--- src/ubmf_pkg.sv ---
package ubmf_pkg;

	// register byte offsets
	localparam logic [3:0] OFS_BREAK_CONTROL = 4'h0;
	localparam logic [3:0] OFS_IRQ_STATUS    = 4'h4;
	localparam logic [3:0] OFS_IRQ_MASK      = 4'h8;

	// break control field positions
	localparam int BIT_RSVD_HI    = 18;
	localparam int BIT_IRQ_DIS_A  = 17;
	localparam int BIT_RSVD_LO    = 16;
	localparam int BIT_PB_FLAG_A  = 15;
	localparam int BIT_PB_FLAG_B  = 14;
	localparam int BIT_IB_FLAG_A  = 13;

	// status / mask field positions
	localparam int BIT_EV_PB_A = 0;
	localparam int BIT_EV_PB_B = 1;
	localparam int BIT_EV_IB_A = 2;

	// reset values
	localparam logic [2:0]  RST_FLAGS   = 3'h0;
	localparam logic        RST_IRQ_DIS = 1'b0;
	localparam logic [2:0]  RST_STATUS  = 3'h0;
	localparam logic [2:0]  RST_MASK    = 3'h0;
	localparam logic [31:0] RD_UNMAPPED = 32'h0000_0000;

	typedef enum logic [1:0] {
		UBMF_IDLE = 2'b01,
		UBMF_RESP = 2'b10
	} ubmf_state_t;

	typedef struct packed {
		logic        read;
		logic        write;
		logic [3:0]  address;
		logic [3:0]  byteenable;
		logic [31:0] writedata;
	} ubmf_avl_req_t;

	// match pulses from the break comparators
	typedef struct packed {
		logic pb_a;
		logic pb_b;
		logic ib_a;
	} ubmf_match_t;

endpackage

--- src/ubmf_break_match_flags_ctrl.sv ---
//////////////////////////////////////////////////////////////////////////////
//////////////////////////////////////////////////////////////////////////////
`timescale 1ns/1ps
module ubmf_break_match_flags_ctrl (
	input  wire logic                   clk,
	input  wire logic                   rst,
	input  wire logic [3:0]             avs_address,
	input  wire logic                   avs_read,
	input  wire logic                   avs_write,
	input  wire logic [3:0]             avs_byteenable,
	input  wire logic [31:0]            avs_writedata,
	output logic      [31:0]            avs_readdata,
	output logic                        avs_waitrequest,
	input  wire ubmf_pkg::ubmf_match_t  match_i,
	output logic                        break_req_a,
	output logic      [2:0]             flags_o,
	output logic                        irq
);

	typedef struct packed {
		ubmf_pkg::ubmf_state_t st;
		logic [2:0]            flags;
		logic                  irq_dis_a;
		logic [2:0]            mask;
		logic [31:0]           rdata;
	} ubmf_regs_t;

	ubmf_regs_t r_q;
	ubmf_regs_t r_d;

	ubmf_pkg::ubmf_avl_req_t req;
	logic [2:0]              ev;
	wire logic [2:0]         wz;
	wire logic [2:0]         flag_nxt;
	logic [2:0]              status;
	logic [2:0]              st_clr;
	logic [2:0]              pend;
	logic                    acc;
	logic                    sel_bc;
	logic                    sel_st;
	logic                    sel_mk;
	logic                    wr_bc;
	logic                    wr_dis;
	logic                    wr_mask;
	logic                    rd_acc;
	logic                    chan_a_hit;

	//////////////////////////////////////////////////////////////////////////
	// word address match
	function automatic logic hit(input logic [3:0] a, input logic [3:0] o);
		hit = (a[3:2] == o[3:2]);
	endfunction

	// byte lane that carries a bit position
	function automatic logic lane_on(input logic [3:0] be, input int pos);
		lane_on = be[pos[4:3]];
	endfunction

	// flag index to its bit in the control word
	function automatic int flag_pos(input int idx);
		case (idx)
			0:       flag_pos = ubmf_pkg::BIT_PB_FLAG_A;
			1:       flag_pos = ubmf_pkg::BIT_PB_FLAG_B;
			default: flag_pos = ubmf_pkg::BIT_IB_FLAG_A;
		endcase
	endfunction

	// match pulses in status bit order
	function automatic logic [2:0] ev_of(input ubmf_pkg::ubmf_match_t m);
		ev_of                        = 3'h0;
		ev_of[ubmf_pkg::BIT_EV_PB_A] = m.pb_a;
		ev_of[ubmf_pkg::BIT_EV_PB_B] = m.pb_b;
		ev_of[ubmf_pkg::BIT_EV_IB_A] = m.ib_a;
	endfunction

	// break control word as software reads it
	function automatic logic [31:0] bc_word(input logic dis, input logic [2:0] fl);
		logic [31:0] w;
		w = ubmf_pkg::RD_UNMAPPED;
		w[ubmf_pkg::BIT_RSVD_HI]   = 1'b0;
		w[ubmf_pkg::BIT_RSVD_LO]   = 1'b0;
		w[ubmf_pkg::BIT_IRQ_DIS_A] = dis;
		for (int k = 0; k < 3; k++) begin
			w[flag_pos(k)] = fl[k];
		end
		bc_word = w;
	endfunction

	// status and mask sit in the low bits
	function automatic logic [31:0] low_word(input logic [2:0] v);
		low_word      = ubmf_pkg::RD_UNMAPPED;
		low_word[2:0] = v;
	endfunction

	// read data of the addressed word
	function automatic logic [31:0] read_word(input logic [3:0] a, input ubmf_regs_t r, input logic [2:0] s);
		read_word = ubmf_pkg::RD_UNMAPPED;
		if (hit(a, ubmf_pkg::OFS_BREAK_CONTROL)) begin
			read_word = bc_word(r.irq_dis_a, r.flags);
		end else if (hit(a, ubmf_pkg::OFS_IRQ_STATUS)) begin
			read_word = low_word(s);
		end else if (hit(a, ubmf_pkg::OFS_IRQ_MASK)) begin
			read_word = low_word(r.mask);
		end
	endfunction

	// one wait cycle per accepted request
	function automatic ubmf_pkg::ubmf_state_t nxt_state(input ubmf_pkg::ubmf_state_t s, input logic take);
		unique case (s)
			ubmf_pkg::UBMF_IDLE: begin
				nxt_state = take ? ubmf_pkg::UBMF_RESP : ubmf_pkg::UBMF_IDLE;
			end
			ubmf_pkg::UBMF_RESP: begin
				nxt_state = ubmf_pkg::UBMF_IDLE;
			end
			default: begin
				nxt_state = ubmf_pkg::UBMF_IDLE;
			end
		endcase
	endfunction

	//////////////////////////////////////////////////////////////////////////
	assign req = '{
		read:       avs_read,
		write:      avs_write,
		address:    avs_address,
		byteenable: avs_byteenable,
		writedata:  avs_writedata
	};

	// accept in idle, answer one cycle later
	assign acc             = (req.read | req.write) && (r_q.st == ubmf_pkg::UBMF_IDLE);
	assign avs_waitrequest = (req.read | req.write) && (r_q.st == ubmf_pkg::UBMF_IDLE);

	// bus decode
	assign sel_bc  = hit(req.address, ubmf_pkg::OFS_BREAK_CONTROL);
	assign sel_st  = hit(req.address, ubmf_pkg::OFS_IRQ_STATUS);
	assign sel_mk  = hit(req.address, ubmf_pkg::OFS_IRQ_MASK);
	assign wr_bc   = acc && req.write && sel_bc;
	assign wr_dis  = wr_bc && lane_on(req.byteenable, ubmf_pkg::BIT_IRQ_DIS_A);
	assign wr_mask = acc && req.write && sel_mk && lane_on(req.byteenable, ubmf_pkg::BIT_EV_PB_A);
	assign rd_acc  = acc && req.read;

	assign ev = ev_of(match_i);

	// read of status clears it
	assign st_clr = (rd_acc && sel_st) ? 3'h7 : 3'h0;

	// status latch, event wins over clear
	ubmf_event_latch u_status (
		.clk   (clk),
		.rst   (rst),
		.set_i (ev),
		.clr_i (st_clr),
		.q     (status)
	);

	//////////////////////////////////////////////////////////////////////////
	// per-flag clear and set
	generate
		for (genvar g = 0; g < 3; g++) begin : g_flag
			assign wz[g] = wr_bc && lane_on(req.byteenable, flag_pos(g)) && !req.writedata[flag_pos(g)];
			assign flag_nxt[g] = (r_q.flags[g] & ~wz[g]) | ev[g];
		end
	endgenerate

	//////////////////////////////////////////////////////////////////////////
	// register next values
	always_comb begin
		r_d    = r_q;
		r_d.st = nxt_state(r_q.st, acc);
		if (wr_dis) begin
			r_d.irq_dis_a = req.writedata[ubmf_pkg::BIT_IRQ_DIS_A];
		end
		if (wr_mask) begin
			r_d.mask = req.writedata[2:0];
		end
		r_d.flags = flag_nxt;
		r_d.rdata = ubmf_pkg::RD_UNMAPPED;
		if (rd_acc) begin
			r_d.rdata = read_word(req.address, r_q, status);
		end
	end

	// state register
	always_ff @(posedge clk or posedge rst) begin
		if (rst) begin
			r_q.st        <= ubmf_pkg::UBMF_IDLE;
			r_q.flags     <= ubmf_pkg::RST_FLAGS;
			r_q.irq_dis_a <= ubmf_pkg::RST_IRQ_DIS;
			r_q.mask      <= ubmf_pkg::RST_MASK;
			r_q.rdata     <= ubmf_pkg::RD_UNMAPPED;
		end else begin
			r_q <= r_d;
		end
	end

	//////////////////////////////////////////////////////////////////////////
	// outputs
	assign avs_readdata = r_q.rdata;
	assign flags_o      = r_q.flags;
	assign chan_a_hit   = match_i.pb_a | match_i.ib_a;
	assign break_req_a  = chan_a_hit & ~r_q.irq_dis_a;
	assign pend         = status & r_q.mask;
	assign irq          = |pend;

endmodule

--- src/ubmf_event_latch.sv ---
`timescale 1ns/1ps
module ubmf_event_latch (
	input  wire logic       clk,
	input  wire logic       rst,
	input  wire logic [2:0] set_i,
	input  wire logic [2:0] clr_i,
	output logic      [2:0] q
);

	typedef struct packed {
		logic [2:0] bits;
	} ubmf_latch_t;

	ubmf_latch_t st_q;
	ubmf_latch_t st_d;

	always_comb begin
		st_d = st_q;
		// set wins over clear
		st_d.bits = (st_q.bits & ~clr_i) | set_i;
	end

	always_ff @(posedge clk or posedge rst) begin
		if (rst) begin
			st_q.bits <= ubmf_pkg::RST_STATUS;
		end else begin
			st_q <= st_d;
		end
	end

	assign q = st_q.bits;

endmodule

--- config.mk ---
export PLATFORM = sky130hd
export DESIGN_NAME = ubmf_break_match_flags_ctrl
export DESIGN_NICKNAME = d
export VERILOG_FILES = /design/src/ubmf_pkg.sv /design/src/ubmf_break_match_flags_ctrl.sv /design/src/ubmf_event_latch.sv
export SDC_FILE = /design/constraint.sdc
export NUM_CORES = 1
export LEC_CHECK = 0
export BUFFER_PORTS_ARGS = -buffer_cell sky130_fd_sc_hd__buf_2
export CORE_MARGIN = 8
export CORE_UTILIZATION = 30
export CTS_CLUSTER_DIAMETER = 40
export DETAILED_ROUTE_END_ITERATION = 7
export PLACE_DENSITY_LB_ADDON = 0.3
export SLEW_MARGIN = 20
export SYNTH_ARGS = -nofsm -noshare
export SYNTH_HDL_FRONTEND = slang
export SYNTH_SLANG_ARGS = --single-unit
--- constraint.sdc ---
create_clock -name clk -period 1.8 [get_ports clk]
set_input_delay 0 -clock clk [delete_from_list [all_inputs] [get_ports clk]]
set_output_delay 0 -clock clk [all_outputs]
set_load 0.02 [all_outputs]
**Yosys cells after proc, flatten, opt, wreduce, memory -nomap -nowiden**

Cells that the tools add are included.
Widths: inputs -> output; s select.

- Add/sub/neg operators: 0
- $mul: 0
- Div/mod/pow operators: 0
- Magnitude comparators: 6
- Equal/unequal tests: 3
- Shifts and indexed selects: 0
- Muxes and demuxes: 22
- Bitwise logic cells: 17
- Reduce and logical (&&, ||, !) cells: 20

Operators by type and width:

| operator | count |
|---|---|
| $mux 32 | 8 |
| $bwmux 32 | 3 |
| $ge 32x1->1 const B | 3 |
| $lt 32x7->1 const B | 3 |
| $demux 1 s5 | 3 |
| $logic_and 1x1->1 | 15 |
| $mux 3 | 3 |
| $and 3x3->3 | 2 |
| $or 1x1->1 | 5 |
| $and 1x1->1 | 4 |
| $eq 2x1->1 const B | 2 |
| $mux 2 | 2 |
| $not 1->1 | 4 |
| $logic_not 1->1 | 3 |
| $mux 1 | 3 |
| $not 3->3 | 1 |
| $or 3x3->3 | 1 |
| $reduce_or 3->1 | 1 |
| $eq 2x2->1 const B | 1 |
| $logic_not 2->1 | 1 |

- Register bits after elaboration: 44
- Latch bits: 0
- Bits in writable memories: 0
- ROM bits: 0
- Input bits: 47
- Output and inout bits: 38
- Logic and storage cells: 74
- Memories: 0

**Depth between registers and ports, before layout**

- Depth in word-level cells: 13
- Depth in mapped cells: 3
- Gate-level depth less buffers: 3

**By module**

From an unflattened synthesis, not the netlist that was laid out.

- Cell total of the unflattened synthesis: 102
- Area total of the unflattened synthesis: 1,067.3 µm²

By module, submodules not included:

| module | instances | cells an instance | area an instance (µm²) | seq. area each (µm²) |
|---|---|---|---|---|
| ubmf_break_match_flags_ctrl | 1 | 92 | 954.7 | 401.6 |
| ubmf_event_latch | 1 | 10 | 112.6 | 75.1 |

**Least setup slack after synthesis**

Ideal clock, no wire load.

- Kind: flip-flop to flip-flop
- Start point: register r_q[39] (netlist bit)
- End point: register r_q[32] (netlist bit)
- Library setup time: 0.125 ns
- Data arrival time: 1.209 ns
- Required time: 1.675 ns
- Slack: 0.466 ns
- Stages on the path, launching flop included: 4
- Buffers on the path: 0
- Clock period less this slack: 1.334 ns
- Path through: dfstp_2 and3b_1 and3_4 mux2_4

- Longest elaborated chain between the ends: 5

Ends and longest elaborated chain:

| element | line | RTL |
|---|---|---|
| start: declaration | ubmf_break_match_flags_ctrl.sv:28 | `ubmf_regs_t r_q;` |
| start signal: assignment | ubmf_break_match_flags_ctrl.sv:194 | `r_q <= r_d;` |
| $eq 2x1->1 | ubmf_break_match_flags_ctrl.sv:132 | `assign acc = (req.read \| req.write) && (r_q.st == ubmf_pkg::UBMF_IDLE);` |
| $logic_and 1x1->1 | ubmf_break_match_flags_ctrl.sv:132 |  |
| $logic_and 1x1->1 (3 in series) | ubmf_break_match_flags_ctrl.sv:141 | `assign wr_mask = acc && req.write && sel_mk && lane_on(req.byteenable, ubmf_pkg::BIT_EV_PB_A);` |

Every way passes these cells.
A chain may end at the register's enable or synchronous reset.

**Worst setup path after layout**

- Start point: register r_q[39] (netlist bit)
- End point: register r_q[33] (netlist bit)

The elaborated chain is that of the path after synthesis.

==> results.toml <==
[power]
total_leakage_power_uw = 0.0006320
vdd_drop_max_v = 0.0002669
p_per_area_nw_per_um2 = 1003

[die]
die_w_microns = 74.66
initial_core_util_pct = 31.18
row_count = 21
die-area_sq_um = 5574
core_area_sq_um = 3311
die_y_microns = 74.66
ios = 85

[yosys]
synthMuxAreaShare_pct = 5.455
synth.avg_cell_area_sq_um = 10.43
ys_seq_area_share_pct = 46.18
synthAdderAreaFrac_pct = 0
synth_warnings = 0
yosys.cell_types.count = 23
synth_cells = 99
synth_xor_area_share_pct = 0
synth_simple_gate_area_share_pct = 14.67
synth_compound_area_share_pct = 6.788
synth_top_family_by_area = "buffers and inverters"
synth.cell_area_sq_um = 1032
ys_ff_latch = 19

[global_route]
grt_max_degree = 20
first_global_vias = 813
grt.total_usage_pct = 8.409
grt_pass1_wl_microns = 3588
antenna_found_initial = 0
overflow = 0

[hold_path]
hold_depth = 3
min_path_type = "input port to flop"
min_from = "avs_byteenable[2]"
holdPathEnd = "r_q[35]"

[timing]
holdWs_ps = 31.60
setup_viol_count_final = 0
worst_pin_slew_ps = 693.8
relSlewSlack_pct = 53.69
grt_setup_unrepaired = "no"
period_share_pct = 81.53
fin_skew_ps = 10.11
report.final.slew_viol_count = 0
fin_crit_ps = 1468
finalHoldViolCount = 0
setup_tns_ps = 0
fmax_mhz = 681.4

[setup_path]
r2r_start = "r_q[39]"
arrival_ps = 1650
cp_max_fo = 5
reg2reg_to = "r_q[33]"
cp_data_required_time_ps = 1980
reg2reg_slack_ps = 330
path_class = "flop to flop"
endpoint_kind = "flop"
start_kind = "flop"
r2r_cells = 3

[placed_design]
numPortBuffers = 31
hpwl_microns = 1735
place_congestion = 0.8066

[routing]
drt_iter0_markers = 19
post_drt_wl_per_cell_microns = 12.17
vias = 705
remaining_drc_errors = 0
ant_nets = 0
drt_first_pass_iters = 4
drt-total-wl_microns = 2203
viasPerCell = 3.895

[cts]
cts.clk_slew.worst_paths_ps = 110
cts_tree = "built"
cts_sinks = 19
clkLatencyLatePin_ps = 300
h-tree-depth = 1
ctsRootBufferMaster = "clkbuf_4"
cts_made_buffers = 3
clk_path_buf_depth = 2
cts.repair.resized = 0

[finish]
multi_input_area_sq_um = 371.6
nFillCells = 358
antenna_cells = 0
syn2layout_area_growth_pct = 18.42
nNetsFinal = 183
register_area_sq_um = 476.7
final_cell_mix = "buf_2 (31), conb_1 (25), dfrtp_1 (18)"
final_common_cell = "buf_2"
drive_gt1_share_pct = 34.07

[flow_run]
maxCapViolCount = 0

[status]
status = "complete, no violations"
through the flow:
stage / power, uW / utilization (%) / cells / setup WS, ps / cell area [sq um]
2_1_floorplan: 943.6 / - / 123 / 465.9 / 1122
3_3_place_gp: 990.8 / 32.39 / 165 / 361.0 / 1072
3_5_place_dp: 1000 / 32.39 / 165 / 370.4 / 1072
4_1_cts: 1247 / 36.92 / 181 / 334.0 / 1222
5_1_grt: 1323 / 36.92 / 181 / 276.3 / 1222
6_report: 1226 / 36.92 / 181 / 332.4 / 1222
layer usage:
metal  vias up  part of all wire [%]  track usage, %
li1        336                     -               -
met1       329                    40           9.048
met2        38                    49           14.42
met3         2                    11           4.128
met4         0                  0.36           1.957
met5         -                     0               0
synth_stat cells, drive strengths merged:
cell	count	share of area [%]
dfstp	1	2.5
a222oi	1	0.97
conb	1	0.36
a21oi	3	1.5
dfrtp	18	44
nand2	1	0.36
a22oi	3	2.2
nor2b	2	1.5
nand3b	1	0.73
or2	2	1.2
buf	35	25
nand3	1	0.48
inv	3	1.1
mux2	4	5.5
a21o	3	2.2
nor2	12	4.4
and3	6	4.2
and3b	2	1.8
area by class of cell:
type,instances,area share [%]
Clock buffer,3,1.842
Clock inverter,1,0.6141
Tap cell,46,4.708
Timing Repair Buffer,43,22.52
Multi-Input combinational cell,66,30.40
Inverter,3,0.9212
Sequential cell,19,39.00
where the power goes:
group,internal [uW],switching (uW)
Clock,84.6,128
Combinational,183,238
Sequential,529,63.5
worst max path at each step:
| stage | cells after the start | startpoint | to | slack [ps] |
|---|---|---|---|---|
| 2_1_floorplan | 3 | r_q[39] | r_q[32] | 470 |
| 3_3_place_gp | 3 | r_q[39] | r_q[32] | 360 |
| 3_5_place_dp | 3 | r_q[39] | r_q[32] | 370 |
| 4_1_cts | 3 | r_q[39] | r_q[33] | 330 |
| 5_1_grt | 3 | r_q[39] | r_q[33] | 280 |
| 6_report | 3 | r_q[39] | r_q[33] | 330 |
cells by family after synthesis:
kind of cell	count (synthesis)
flip-flops	19
AO/OA/AOI/OAI	10
multiplexers	4
other	1
AND/OR/NAND/NOR	27
buffers and inverters	38
what timing repair did:
action / 4_1_cts / 5_1_grt
hold buffers: 12 / 0
setup buffers: 0 / 0
setup endpoints to repair: 0 / 0
hold endpoints to repair: 31 / 0
registers in the layout, indices dropped and copies added (netlist names):
register,count
u_status.q,3
avs_readdata,7
r_q,6
flags_o,3
worst max-delay path, cell delays in order, from the launching register on:
cell and delay [ps]:
dfstp_2 550, and3b_1 250, and3_4 250, mux2_4 300
(Power assumes the default switching activity.)
